==> src/rtl/fsw_pkg.sv <==
// Package with status layout, command codes and timing for the flash status block
package fsw_pkg;
  // Array organisation
  localparam int SECTOR_BYTES = 4096;
  localparam int BLK32_SECTORS = 8;
  localparam int BLK64_SECTORS = 16;
  localparam int ADDR_BITS = 24;
  localparam int NUM_BLK64 = 128;
  // Address field positions
  localparam int SECTOR_MSB = 22;
  localparam int SECTOR_LSB = 12;
  localparam int BLK32_LSB = 15;
  localparam int BLK64_LSB = 16;
  // Status byte layout, reset value all zero
  typedef struct packed {
    logic status_write_lock;
    logic quad_enable;
    logic [3:0] block_protect;
    logic write_enable_latch;
    logic busy_flag;
  } fsw_status_type;
  localparam logic [7:0] STATUS_RESET = 8'h00;
  localparam int NV_MSB = 7;
  localparam int NV_LSB = 2;
  // Command codes
  localparam logic [7:0] CMD_WRITE_ENABLE = 8'h06;
  localparam logic [7:0] CMD_WRITE_DISABLE = 8'h04;
  localparam logic [7:0] CMD_READ_STATUS = 8'h05;
  localparam logic [7:0] CMD_WRITE_STATUS = 8'h01;
  localparam logic [7:0] CMD_WRITE_FUNCTION = 8'h42;
  localparam logic [7:0] CMD_PAGE_PROGRAM = 8'h02;
  localparam logic [7:0] CMD_QUAD_PROGRAM_A = 8'h32;
  localparam logic [7:0] CMD_QUAD_PROGRAM_B = 8'h38;
  localparam logic [7:0] CMD_PROGRAM_INFO_ROW = 8'h62;
  localparam logic [7:0] CMD_SECTOR_ERASE_A = 8'hd7;
  localparam logic [7:0] CMD_SECTOR_ERASE_B = 8'h20;
  localparam logic [7:0] CMD_BLOCK_ERASE_32K = 8'h52;
  localparam logic [7:0] CMD_BLOCK_ERASE_64K = 8'hd8;
  localparam logic [7:0] CMD_CHIP_ERASE_A = 8'hc7;
  localparam logic [7:0] CMD_CHIP_ERASE_B = 8'h60;
  localparam logic [7:0] CMD_ERASE_INFO_ROW = 8'h64;
  // Byte counts of complete frames
  localparam logic [2:0] BYTES_CMD = 3'h1;
  localparam logic [2:0] BYTES_REG = 3'h2;
  localparam logic [2:0] BYTES_ADDR = 3'h4;
  localparam logic [2:0] BYTES_PROG = 3'h5;
  // Timing
  localparam int CLK_PERIOD_NS = 50;
  localparam int OP_TIME_NS = 10000;
  localparam int OP_CYCLES = OP_TIME_NS / CLK_PERIOD_NS;
  typedef enum logic {OP_IDLE, OP_BUSY} fsw_op_type;
endpackage

==> src/rtl/fsw_status_ctrl.sv <==
// Serial flash status register and write-enable control
`timescale 1ns/1ps
module fsw_status_ctrl #(
  parameter int BUSY_CYCLES = fsw_pkg::OP_CYCLES
) (
  input wire logic ref_clk_i, // 20 MHz clock
  input wire logic reset_i, // Synchronous reset, high
  input wire logic sck_i, // Serial clock pin
  input wire logic cs_n_i, // Chip select pin, low active
  input wire logic si_i, // Serial data in
  input wire logic wp_n_i, // Write protect pin or data line 2
  input wire logic hold_n_i, // Hold pin or data line 3
  output logic so_o, // Serial data out
  output logic so_oe_o, // Serial data out enable
  output logic [7:0] status_o, // Status byte
  output logic quad_en_o, // Protect/hold pins act as data lines
  output logic op_start_o, // Pulse: array or register write starts
  output logic [7:0] op_code_o, // Command of started operation
  output logic [23:0] op_addr_o // Byte address of started operation
);
  fsw_pkg::fsw_status_type stat_q, stat_d;
  fsw_pkg::fsw_op_type op_q, op_d;
  logic [2:0] sck_s_q, cs_s_q;
  logic [1:0] si_s_q, wp_s_q, hold_s_q;
  logic [2:0] bit_idx_q, byte_cnt_q;
  logic [7:0] sh_q, cmd_q, data_q, rd_q;
  logic [23:0] addr_q;
  logic [31:0] cnt_q;
  logic so_q, so_oe_q, start_q;
  logic rd_on_q;
  logic [7:0] op_code_q;
  logic [23:0] op_addr_q;

  function automatic logic [6:0] blk64_of(input logic [23:0] a);
    blk64_of = a[fsw_pkg::SECTOR_MSB:fsw_pkg::BLK64_LSB];
  endfunction

  // Top-area protection: field n from 1 to 7 guards the highest 2^(n-1) blocks, 8 and above guard all
  function automatic logic prot(input logic [3:0] bp, input logic [6:0] b);
    logic [7:0] n;
    n = 8'h01 << (bp[2:0] - 3'h1);
    prot = bp[3] | ((bp != 4'h0) & ({1'b0, b} >= (8'h80 - n)));
  endfunction

  wire frame = ~cs_s_q[1];
  wire hold_act = ~stat_q.quad_enable & ~hold_s_q[1];
  wire sck_rise = frame & ~hold_act & sck_s_q[1] & ~sck_s_q[2];
  wire sck_fall = frame & ~hold_act & ~sck_s_q[1] & sck_s_q[2];
  wire cs_end = cs_s_q[1] & ~cs_s_q[2];
  wire [7:0] sh_d = {sh_q[6:0], si_s_q[1]};
  wire byte_done = sck_rise & (bit_idx_q == 3'h7);
  wire whole = cs_end & (bit_idx_q == 3'h0);
  wire done = (op_q == fsw_pkg::OP_BUSY) & (cnt_q == 32'h0);
  wire ready = ~stat_q.busy_flag;
  // Frame decode at select rise: byte counts and command classes
  wire n1 = byte_cnt_q == fsw_pkg::BYTES_CMD;
  wire n2 = byte_cnt_q == fsw_pkg::BYTES_REG;
  wire n4 = byte_cnt_q == fsw_pkg::BYTES_ADDR;
  wire np = byte_cnt_q >= fsw_pkg::BYTES_PROG;
  wire c_write_enable_cmd = whole & n1 & (cmd_q == fsw_pkg::CMD_WRITE_ENABLE);
  wire c_write_disable_cmd = whole & n1 & (cmd_q == fsw_pkg::CMD_WRITE_DISABLE);
  wire sr_locked = stat_q.status_write_lock & ~stat_q.quad_enable
    & ~wp_s_q[1];
  wire c_write_status_cmd = n2 & (cmd_q == fsw_pkg::CMD_WRITE_STATUS) & ~sr_locked;
  wire c_write_function_cmd = n2 & (cmd_q == fsw_pkg::CMD_WRITE_FUNCTION);
  wire is_prog = np & ((cmd_q == fsw_pkg::CMD_PAGE_PROGRAM)
    | (cmd_q == fsw_pkg::CMD_QUAD_PROGRAM_A)
    | (cmd_q == fsw_pkg::CMD_QUAD_PROGRAM_B));
  wire is_erase = n4 & ((cmd_q == fsw_pkg::CMD_SECTOR_ERASE_A)
    | (cmd_q == fsw_pkg::CMD_SECTOR_ERASE_B)
    | (cmd_q == fsw_pkg::CMD_BLOCK_ERASE_32K)
    | (cmd_q == fsw_pkg::CMD_BLOCK_ERASE_64K));
  wire prot_hit = prot(stat_q.block_protect, blk64_of(addr_q));
  wire c_array = (is_prog | is_erase) & ~prot_hit;
  wire c_chip = n1 & ((cmd_q == fsw_pkg::CMD_CHIP_ERASE_A)
    | (cmd_q == fsw_pkg::CMD_CHIP_ERASE_B))
    & (stat_q.block_protect == 4'h0);
  wire c_info = (np & (cmd_q == fsw_pkg::CMD_PROGRAM_INFO_ROW))
    | (n4 & (cmd_q == fsw_pkg::CMD_ERASE_INFO_ROW));
  // Every writing command is gated by the latch and by idle state
  wire start = whole & stat_q.write_enable_latch & ready
    & (c_write_status_cmd | c_write_function_cmd | c_array | c_chip | c_info);
  wire rd_cmd = (cmd_q == fsw_pkg::CMD_READ_STATUS)
    & (byte_cnt_q != 3'h0);
  wire rd_first = (byte_cnt_q == fsw_pkg::BYTES_CMD)
    & (bit_idx_q == 3'h0);
  wire [7:0] rd_src = rd_first ? stat_q : rd_q;
  wire rd_on = rd_on_q | (sck_fall & rd_cmd);

  always_comb begin
    stat_d = stat_q;
    if (c_write_disable_cmd | done) begin
      stat_d.write_enable_latch = 1'b0;
    end
    if (c_write_enable_cmd) begin
      stat_d.write_enable_latch = 1'b1;
    end
    if (start & c_write_status_cmd) begin
      stat_d[fsw_pkg::NV_MSB:fsw_pkg::NV_LSB] =
        data_q[fsw_pkg::NV_MSB:fsw_pkg::NV_LSB];
    end
    if (start) begin
      stat_d.busy_flag = 1'b1;
    end else if (done) begin
      stat_d.busy_flag = 1'b0;
    end
  end

  always_comb begin
    op_d = op_q;
    case (op_q)
      fsw_pkg::OP_IDLE: if (start) op_d = fsw_pkg::OP_BUSY;
      fsw_pkg::OP_BUSY: if (done) op_d = fsw_pkg::OP_IDLE;
      default: op_d = fsw_pkg::OP_IDLE;
    endcase
  end

  // Synchronisers: two flops per pin, a third one on sck and cs for edge detection
  always_ff @(posedge ref_clk_i) begin
    if (reset_i) begin
      sck_s_q <= 3'h0;
      cs_s_q <= 3'h7;
      si_s_q <= 2'h0;
      wp_s_q <= 2'h3;
      hold_s_q <= 2'h3;
    end else begin
      sck_s_q <= {sck_s_q[1:0], sck_i};
      cs_s_q <= {cs_s_q[1:0], cs_n_i};
      si_s_q <= {si_s_q[0], si_i};
      wp_s_q <= {wp_s_q[0], wp_n_i};
      hold_s_q <= {hold_s_q[0], hold_n_i};
    end
  end

  // Serial shifter: counts bits and bytes of the current frame
  always_ff @(posedge ref_clk_i) begin
    if (reset_i | ~frame) begin
      bit_idx_q <= 3'h0;
      byte_cnt_q <= 3'h0;
      sh_q <= 8'h00;
    end else if (sck_rise) begin
      sh_q <= sh_d;
      bit_idx_q <= bit_idx_q + 3'h1;
      if (byte_done && byte_cnt_q != 3'h7) begin
        byte_cnt_q <= byte_cnt_q + 3'h1;
      end
    end
  end

  // Command byte, first data byte and three address bytes
  always_ff @(posedge ref_clk_i) begin
    if (reset_i) begin
      cmd_q <= 8'h00;
      data_q <= 8'h00;
      addr_q <= 24'h0;
    end else if (byte_done) begin
      if (byte_cnt_q == 3'h0) begin
        cmd_q <= sh_d;
      end
      if (byte_cnt_q == 3'h1) begin
        data_q <= sh_d;
      end
      if (byte_cnt_q >= 3'h1 && byte_cnt_q <= 3'h3) begin
        addr_q <= {addr_q[15:0], sh_d};
      end
    end
  end

  // Operation timer and the record of the started operation
  always_ff @(posedge ref_clk_i) begin
    if (reset_i) begin
      stat_q <= fsw_pkg::STATUS_RESET;
      op_q <= fsw_pkg::OP_IDLE;
      cnt_q <= 32'h0;
      start_q <= 1'b0;
      op_code_q <= 8'h00;
      op_addr_q <= 24'h0;
    end else begin
      stat_q <= stat_d;
      op_q <= op_d;
      start_q <= start;
      if (start) begin
        cnt_q <= 32'(BUSY_CYCLES - 1);
        op_code_q <= cmd_q;
        op_addr_q <= addr_q;
      end else if (cnt_q != 32'h0) begin
        cnt_q <= cnt_q - 32'h1;
      end
    end
  end

  // Status read-out, one snapshot per frame; a hold floats the pin and ignores clock edges
  always_ff @(posedge ref_clk_i) begin
    if (reset_i | ~frame) begin
      so_q <= 1'b0;
      so_oe_q <= 1'b0;
      rd_on_q <= 1'b0;
      rd_q <= 8'h00;
    end else begin
      rd_on_q <= rd_on;
      so_oe_q <= rd_on & ~hold_act;
      if (sck_fall & rd_cmd) begin
        so_q <= rd_src[3'h7 - bit_idx_q];
        if (rd_first) begin
          rd_q <= stat_q;
        end
      end
    end
  end

  assign so_o = so_q;
  assign so_oe_o = so_oe_q;
  assign status_o = stat_q;
  assign quad_en_o = stat_q.quad_enable;
  assign op_start_o = start_q;
  assign op_code_o = op_code_q;
  assign op_addr_o = op_addr_q;
endmodule

==> config.mk <==
export PLATFORM = sky130hd
export DESIGN_NAME = fsw_status_ctrl
export DESIGN_NICKNAME = d
export VERILOG_FILES = /design/src/rtl/fsw_pkg.sv /design/src/rtl/fsw_status_ctrl.sv
export SDC_FILE = /design/constraint.sdc
export NUM_CORES = 1
export LEC_CHECK = 0
export ABC_AREA = 1
export BUFFER_PORTS_ARGS = -buffer_cell sky130_fd_sc_hd__buf_2
export CORE_MARGIN = 8
export CORE_UTILIZATION = 30
export DETAILED_ROUTE_END_ITERATION = 8
export HOLD_SLACK_MARGIN = 0.06
export PLACE_DENSITY = 0.57
export SLEW_MARGIN = 15
export SYNTH_ARGS = -nofsm -noshare
export SYNTH_HDL_FRONTEND = slang
export SYNTH_SLANG_ARGS = --single-unit
==> constraint.sdc <==
create_clock -name ref_clk_i -period 2.7 [get_ports ref_clk_i]
set_input_delay 0.54 -clock ref_clk_i [delete_from_list [all_inputs] [get_ports ref_clk_i]]
set_output_delay 0.54 -clock ref_clk_i [all_outputs]
set_load 0.005 [all_outputs]
## Word-level counts from Yosys, hierarchy flattened

Index checks and enable logic that the tools add are counted.

| storage, ports and cells | value |
|---|---|
| flip-flop bits (word level) | 150 |
| input bits | 7 |
| output and inout port bits | 44 |

| cells by class | value |
|---|---|
| add/subtract/negate cells | 6 |
| magnitude comparators | 5 |
| eq/ne operators | 21 |
| shift-type cells | 1 |
| multiplexer cells | 12 |
| bitwise gates (word level) | 62 |
| reduce and logical (&&, ||, !) cells | 17 |

Operator list:

| operator | count |
|---|---|
| == test 8 x 7 -> 1 bit, second input constant | 5 |
| AND 1 bit | 34 |
| zero test 32 bit | 1 |
| nonzero test 32 bit | 1 |
| subtractor 32 x 1 -> 32 bit, second input constant | 1 |
| == test 8 x 3 -> 1 bit, second input constant | 3 |
| == test 8 x 6 -> 1 bit, second input constant | 3 |
| == test 8 bit, second input constant | 3 |
| 2-to-1 mux 8 bit | 3 |
| bitwise OR 1 bit | 16 |
| inverter 1 bit | 12 |
| == test 8 x 1 -> 1 bit, second input constant | 1 |
| == test 8 x 2 -> 1 bit, second input constant | 1 |
| >= comparator 7 x 8 -> 1 bit | 1 |
| AND reduction 2 bit | 4 |
| left shift 1 x 3 -> 8 bit, first input constant | 1 |
| subtractor 8 bit, first input constant | 1 |
| 2-to-1 mux 1 bit | 7 |
| adder 3 x 1 -> 3 bit, second input constant | 2 |
| == test 3 bit, second input constant | 2 |
| zero test 3 bit | 2 |
| nonzero test 2 bit | 3 |
| zero test 4 bit | 1 |
| less-than comparator 3 x 4 -> 1 bit, second input constant | 1 |
| other kinds (14) | 15 |

## Logic depth before layout (Yosys ltp)

| depth | value |
|---|---|
| word-level depth | 14 |
| gate-level depth with buffers | 22 |
| mapped depth without buffers | 21 |

## Worst setup path after synthesis

OpenSTA, ideal clock, no wires.

| timing path | value |
|---|---|
| path type | register to register |
| start | register stat_q, in the netlist status_o[2] |
| end | register cnt_q[22] |
| library setup time | 0.122 ns |
| arrival | 2.275 ns |
| required time | 2.578 ns |
| setup slack | 0.303 ns |
| stages on the path, launching flop included | 20 |
| path buffers | 1 |
| clock period less this slack | 2.397 ns |
| cell sequence | dfxtp_1 -> inv_1 -> nor2_1 -> nand2_1 -> ha_1 -> inv_1 -> nand3_1 -> a21oi_1 -> ha_1 -> inv_1 -> nor2_1 -> nor3_1 -> nand2_1 -> nand2_1 -> nand2_1 -> nand2_4 -> nand2_4 -> nand2_4 -> buf_4 -> a21oi_1 |

| between the ends | value |
|---|---|
| cells in the longest elaborated chain, start to end | 13 |

Ends and longest elaborated chain:

| what | line | RTL |
|---|---|---|
| start, declared | fsw_status_ctrl.sv:21 | `fsw_pkg::fsw_status_type stat_q, stat_d;` |
| start signal, assigned | fsw_status_ctrl.sv:172 | `stat_q <= fsw_pkg::STATUS_RESET;` |
| start signal, assigned | fsw_status_ctrl.sv:179 | `stat_q <= stat_d;` |
| subtractor 3 x 1 -> 3 bit | fsw_status_ctrl.sv:41 | `n = 8'h01 << (bp[2:0] - 3'h1);` |
| left shift 1 x 3 -> 8 bit | fsw_status_ctrl.sv:41 |  |
| subtractor 8 bit | fsw_status_ctrl.sv:42 | `prot = bp[3] \| ((bp != 4'h0) & ({1'b0, b} >= (8'h80 - n)));` |
| >= comparator 7 x 8 -> 1 bit | fsw_status_ctrl.sv:42 |  |
| AND 1 bit | fsw_status_ctrl.sv:42 |  |
| bitwise OR 1 bit | fsw_status_ctrl.sv:42 |  |
| inverter 1 bit | fsw_status_ctrl.sv:74 | `wire c_array = (is_prog \| is_erase) & ~prot_hit;` |
| AND 1 bit | fsw_status_ctrl.sv:74 |  |
| bitwise OR 1 bit | fsw_status_ctrl.sv:82 | `& (c_write_status_cmd \| c_write_function_cmd \| c_array \| c_chip \| c_info);` |
| bitwise OR 1 bit (*) (2 in a row) | fsw_status_ctrl.sv:82 |  |
| AND 1 bit (*) | fsw_status_ctrl.sv:82 |  |
| OR reduction 2 bit (no source line) (*) | - |  |
| end signal, assigned | fsw_status_ctrl.sv:183 | `cnt_q <= 32'(BUSY_CYCLES - 1);` |
| end signal, assigned | fsw_status_ctrl.sv:187 | `cnt_q <= cnt_q - 32'h1;` |
| end, declared | fsw_status_ctrl.sv:28 | `logic [31:0] cnt_q;` |

Every way passes the cells marked *; elsewhere a longest branch is shown, timed or not.
A chain may end at the register's enable or synchronous reset.

## Worst setup path in the final report

| timing path | value |
|---|---|
| start | register stat_q, in the netlist status_o[2] |
| end | register op_code_q[3], in the netlist op_code_o[3] |

| between the ends | value |
|---|---|
| cells in the longest elaborated chain, start to end | 12 |

Ends and longest elaborated chain:

| what | line | RTL |
|---|---|---|
| subtractor 3 x 1 -> 3 bit | fsw_status_ctrl.sv:41 |  |
| left shift 1 x 3 -> 8 bit | fsw_status_ctrl.sv:41 |  |
| subtractor 8 bit | fsw_status_ctrl.sv:42 |  |
| >= comparator 7 x 8 -> 1 bit | fsw_status_ctrl.sv:42 |  |
| AND 1 bit | fsw_status_ctrl.sv:42 |  |
| bitwise OR 1 bit | fsw_status_ctrl.sv:42 |  |
| inverter 1 bit | fsw_status_ctrl.sv:74 |  |
| AND 1 bit | fsw_status_ctrl.sv:74 |  |
| bitwise OR 1 bit | fsw_status_ctrl.sv:82 |  |
| bitwise OR 1 bit (*) (2 in a row) | fsw_status_ctrl.sv:82 |  |
| AND 1 bit (*) | fsw_status_ctrl.sv:82 |  |
| end signal, assigned | fsw_status_ctrl.sv:184 | `op_code_q <= cmd_q;` |
| end, declared | fsw_status_ctrl.sv:31 | `logic [7:0] op_code_q;` |

Marked as above.

==> flow_metrics.tcl <==
set metrics [dict create \
    fillers 2239 \
    numPortBuffers 50 \
    synth_adder_area_share_pct 3.41 \
    ys_warn_count 0 \
    routedWlPerCell_um 13.6 \
    synth_compound_area_share_pct 11.2 \
    r2r_cells 18 \
    area_delta_synth_final_pct 18.7 \
    timing.rr.end "op_code_o[3]" \
    vdd_drop_max_mv 0.413 \
    async_flop_share_pct 0 \
    grt.total_usage_pct 12.9 \
    fp.dieW_um 164 \
    antennaDiodeCount 0 \
    syn-num-nets 935 \
    design.die.area_um2 27000 \
    antenna_found_initial 0 \
    synth_cell_type_count 36 \
    final_layout_size_suffix_gt1_share_pct 13.0 \
    hp-class "input pin to flip-flop" \
    grt_pass1_vias 5585 \
    via_per_inst 4.69 \
    fp-row-count 54 \
    seqCellArea_um2 2960 \
    tns_ns 0 \
    syn_area_per_cell_um2 7.25 \
    synth-xor-area-share_pct 2.92 \
    overflow 0 \
    slew_violations 0 \
    dp_slack_ns 0.102 \
    numCtsBuffers 17 \
    synth_top_area_share_pct 44.9 \
    synthFlopType "dfxtp_1" \
    grt_pass1_wl_um 28100 \
    synth_top_area_cell "dfxtp_1" \
    drt-total-wl_um 17100 \
    gp_congestion 0.916 \
    max_slew_margin_pct 55.8 \
    startpoint "status_o[2]" \
    startpoint_type "flip-flop" \
    setup_slack_ns 0.231 \
    crit_type "flip-flop to flip-flop" \
    start_util_pct 30.4 \
    hpwl_um 12500 \
    ant_nets 0 \
    hold_start "hold_n_i" \
    tritoncts "yes" \
    clk_pin_slew_ns 0.06 \
    worst_pin_slew_ns 0.662 \
    period_minus_slack_ns 2.47 \
    synth.yosys.seq_area_share_pct 44.9 \
    synth_area_um2 6600 \
    hold_end "hold_s_q[0]" \
    yosys.area_share.simple_pct 30.5 \
    num_vias 5903 \
    layout_worst_path_cycle_share_pct 91.4 \
    synth_mux_area_share_pct 0 \
    synth_cells 910 \
    io-pin-count 51 \
    outcome "finished, final reports clean" \
    fin_nets 994 \
    fmax_mhz 405 \
    rsz0062_at_grt "false" \
    maxCapViolCount 0 \
    clock-sinks 148 \
    coreArea_um2 21700 \
    powerDensity_nw_per_um2 805 \
    required_ns 3.05 \
    hold_depth 2 \
    first_iter_violations 550 \
    grt_max_degree 45 \
    clock_path_buffers 2 \
    rrSetupSlack_ns 0.23 \
    multiInputGateArea_um2 3210 \
    hold_viol 0 \
    drc_errors 0 \
    end_kind "flip-flop" \
    p_leak_nw 3.49 \
    reg2reg_from "status_o[2]" \
    h-tree-depth 4 \
    synth_edf_count 0 \
    finalSetupViolCount 0 \
    synth-seq-cells 148 \
    die_y_um 164 \
    drt_pass1_iterations 5 \
    cp.arrival_ns 2.82 \
    synth_top_family_by_area "simple AND/OR/NAND/NOR gates" \
    insertion_delay_ns 0.42 \
    finalClockSkew_ns 0.00800 \
    cts-root-buf "clkbuf_16" \
    yosys-top-cells-area "dfxtp_1 45%, nor2_1 10%, nand2_1 9.4%, o21ai_0 5.6%, inv_1 4.4%" \
    crit_fanout 12 \
]
timing repair:
action                     CTS  global route
setup endpoints to repair    0            70
hold buffers                 0             0
setup buffers                0             2
gates resized for setup      0            21
per-layer routing:
layer | global-route usage, % | share of wire (%)
met5 | 0 | 0
met4 | 4.09 | 1.3
met3 | 2.66 | 3.9
met2 | 20.8 | 46
met1 | 17.1 | 49
layout by cell type, fill, tap and decap left out, drive strengths merged:
cell      Yosys  routed
clkinvlp      0       1
clkinv        4       4
buf          16      70
a31oi         1       1
nor2        181     181
nand2       169     169
or2           7       7
dfxtp       148     148
nor3         17      17
a211oi        6       6
o21ai        82      82
o31ai         1       1
a21oi        49      49
bufinv        0       1
clkbuf       14      25
nand3        56      56
nand3b        2       2
xor2         10      10
nor4         10      10
inv          81      83
xnor2        12      12
ha           18      18
o211ai        3       3
nand4        23      23
final cells by class:
type | instances | share of cell area, %
repair buffers | 70 | 5.52
inverters | 85 | 4.17
flip-flops and latches | 148 | 37.8
multi-input cells | 647 | 41.0
clock inverters | 4 | 0.607
well taps | 280 | 4.47
clock buffers | 25 | 6.45
worst max-delay path by stage:
stage | end | slack [ns] | cells past startpoint
after global placement | cnt_q[9] | 0.18 | 18
after floorplan | cnt_q[22] | 0.30 | 19
after CTS | cnt_q[9] | 0.08 | 18
after global routing | op_addr_o[16] | 0.04 | 19
after detailed placement | cnt_q[9] | 0.10 | 18
final | op_code_o[3] | 0.23 | 18
cell usage after synthesis (6+ instances only):
library cell	n
nor2_1	177
nand2_1	165
dfxtp_1	148
inv_1	77
o21ai_0	74
nand3_1	55
a21oi_1	49
nand4_1	23
ha_1	18
clkbuf_1	14
nor3_1	14
xnor2_1	12
buf_2	10
nor4_1	10
xor2_1	10
o21ai_1	8
a211oi_1	6
or2_2	6
flip-flops by register name, summed over array words and instances, names as in the netlist:
signal	count
addr_q	24
hold_s_q	2
si_s_q	2
quad_en_o	1
cmd_q	8
sck_s_q	3
so_oe_o	1
op_code_o	8
cs_s_q	3
op_addr_o	24
op_q	1
rd_q	8
data_q	6
bit_idx_q	3
so_o	1
byte_cnt_q	3
sh_q	7
wp_s_q	2
status_o	7
op_start_o	1
cnt_q	32
rd_on_q	1
stage by stage:
step | power [mW] | instances | cell area, um2 | util, % | hold slack (ns)
5_1_grt | 6.70 | 1259 | 7840 | 36.1 | 0.297
3_3_place_gp | 4.10 | 1228 | 7180 | 33.1 | 0.394
6_report | 6.31 | 1259 | 7840 | 36.1 | 0.301
4_1_cts | 6.34 | 1257 | 7740 | 35.7 | 0.289
2_1_floorplan | 3.70 | 910 | 6600 | - | 0.388
3_5_place_dp | 4.10 | 1228 | 7180 | 33.1 | 0.393
critical path: stages, from the launching register on:
cell and delay [ns]:
dfxtp_2 0.33, inv_2 0.05, nor2_2 0.09, nand2_1 0.08
ha_1 0.22, inv_2 0.08, nand3_1 0.08, a21oi_2 0.12
ha_1 0.23, inv_1 0.07, nor2_1 0.04, nor3_1 0.16
nand2_1 0.08, nand2_1 0.06, nand2_1 0.09, nand2_4 0.17
nand3_4 0.12, buf_6 0.17, o21ai_0 0.14
logic make-up after synthesis:
logic type | after synthesis
fa+ha+maj | 18
xor+xnor | 22
simple gates | 465
buf+inv | 115
compound gates | 142
flops | 148
power breakdown:
part           leakage (nW)  total, mW  switching (mW)  internal, mW
combinational          2.02       1.63            1.06         0.572
sequential             1.20       2.44           0.120          2.32
clock                 0.271       2.23           0.859          1.37
Power figures use the tool's default switching activity.
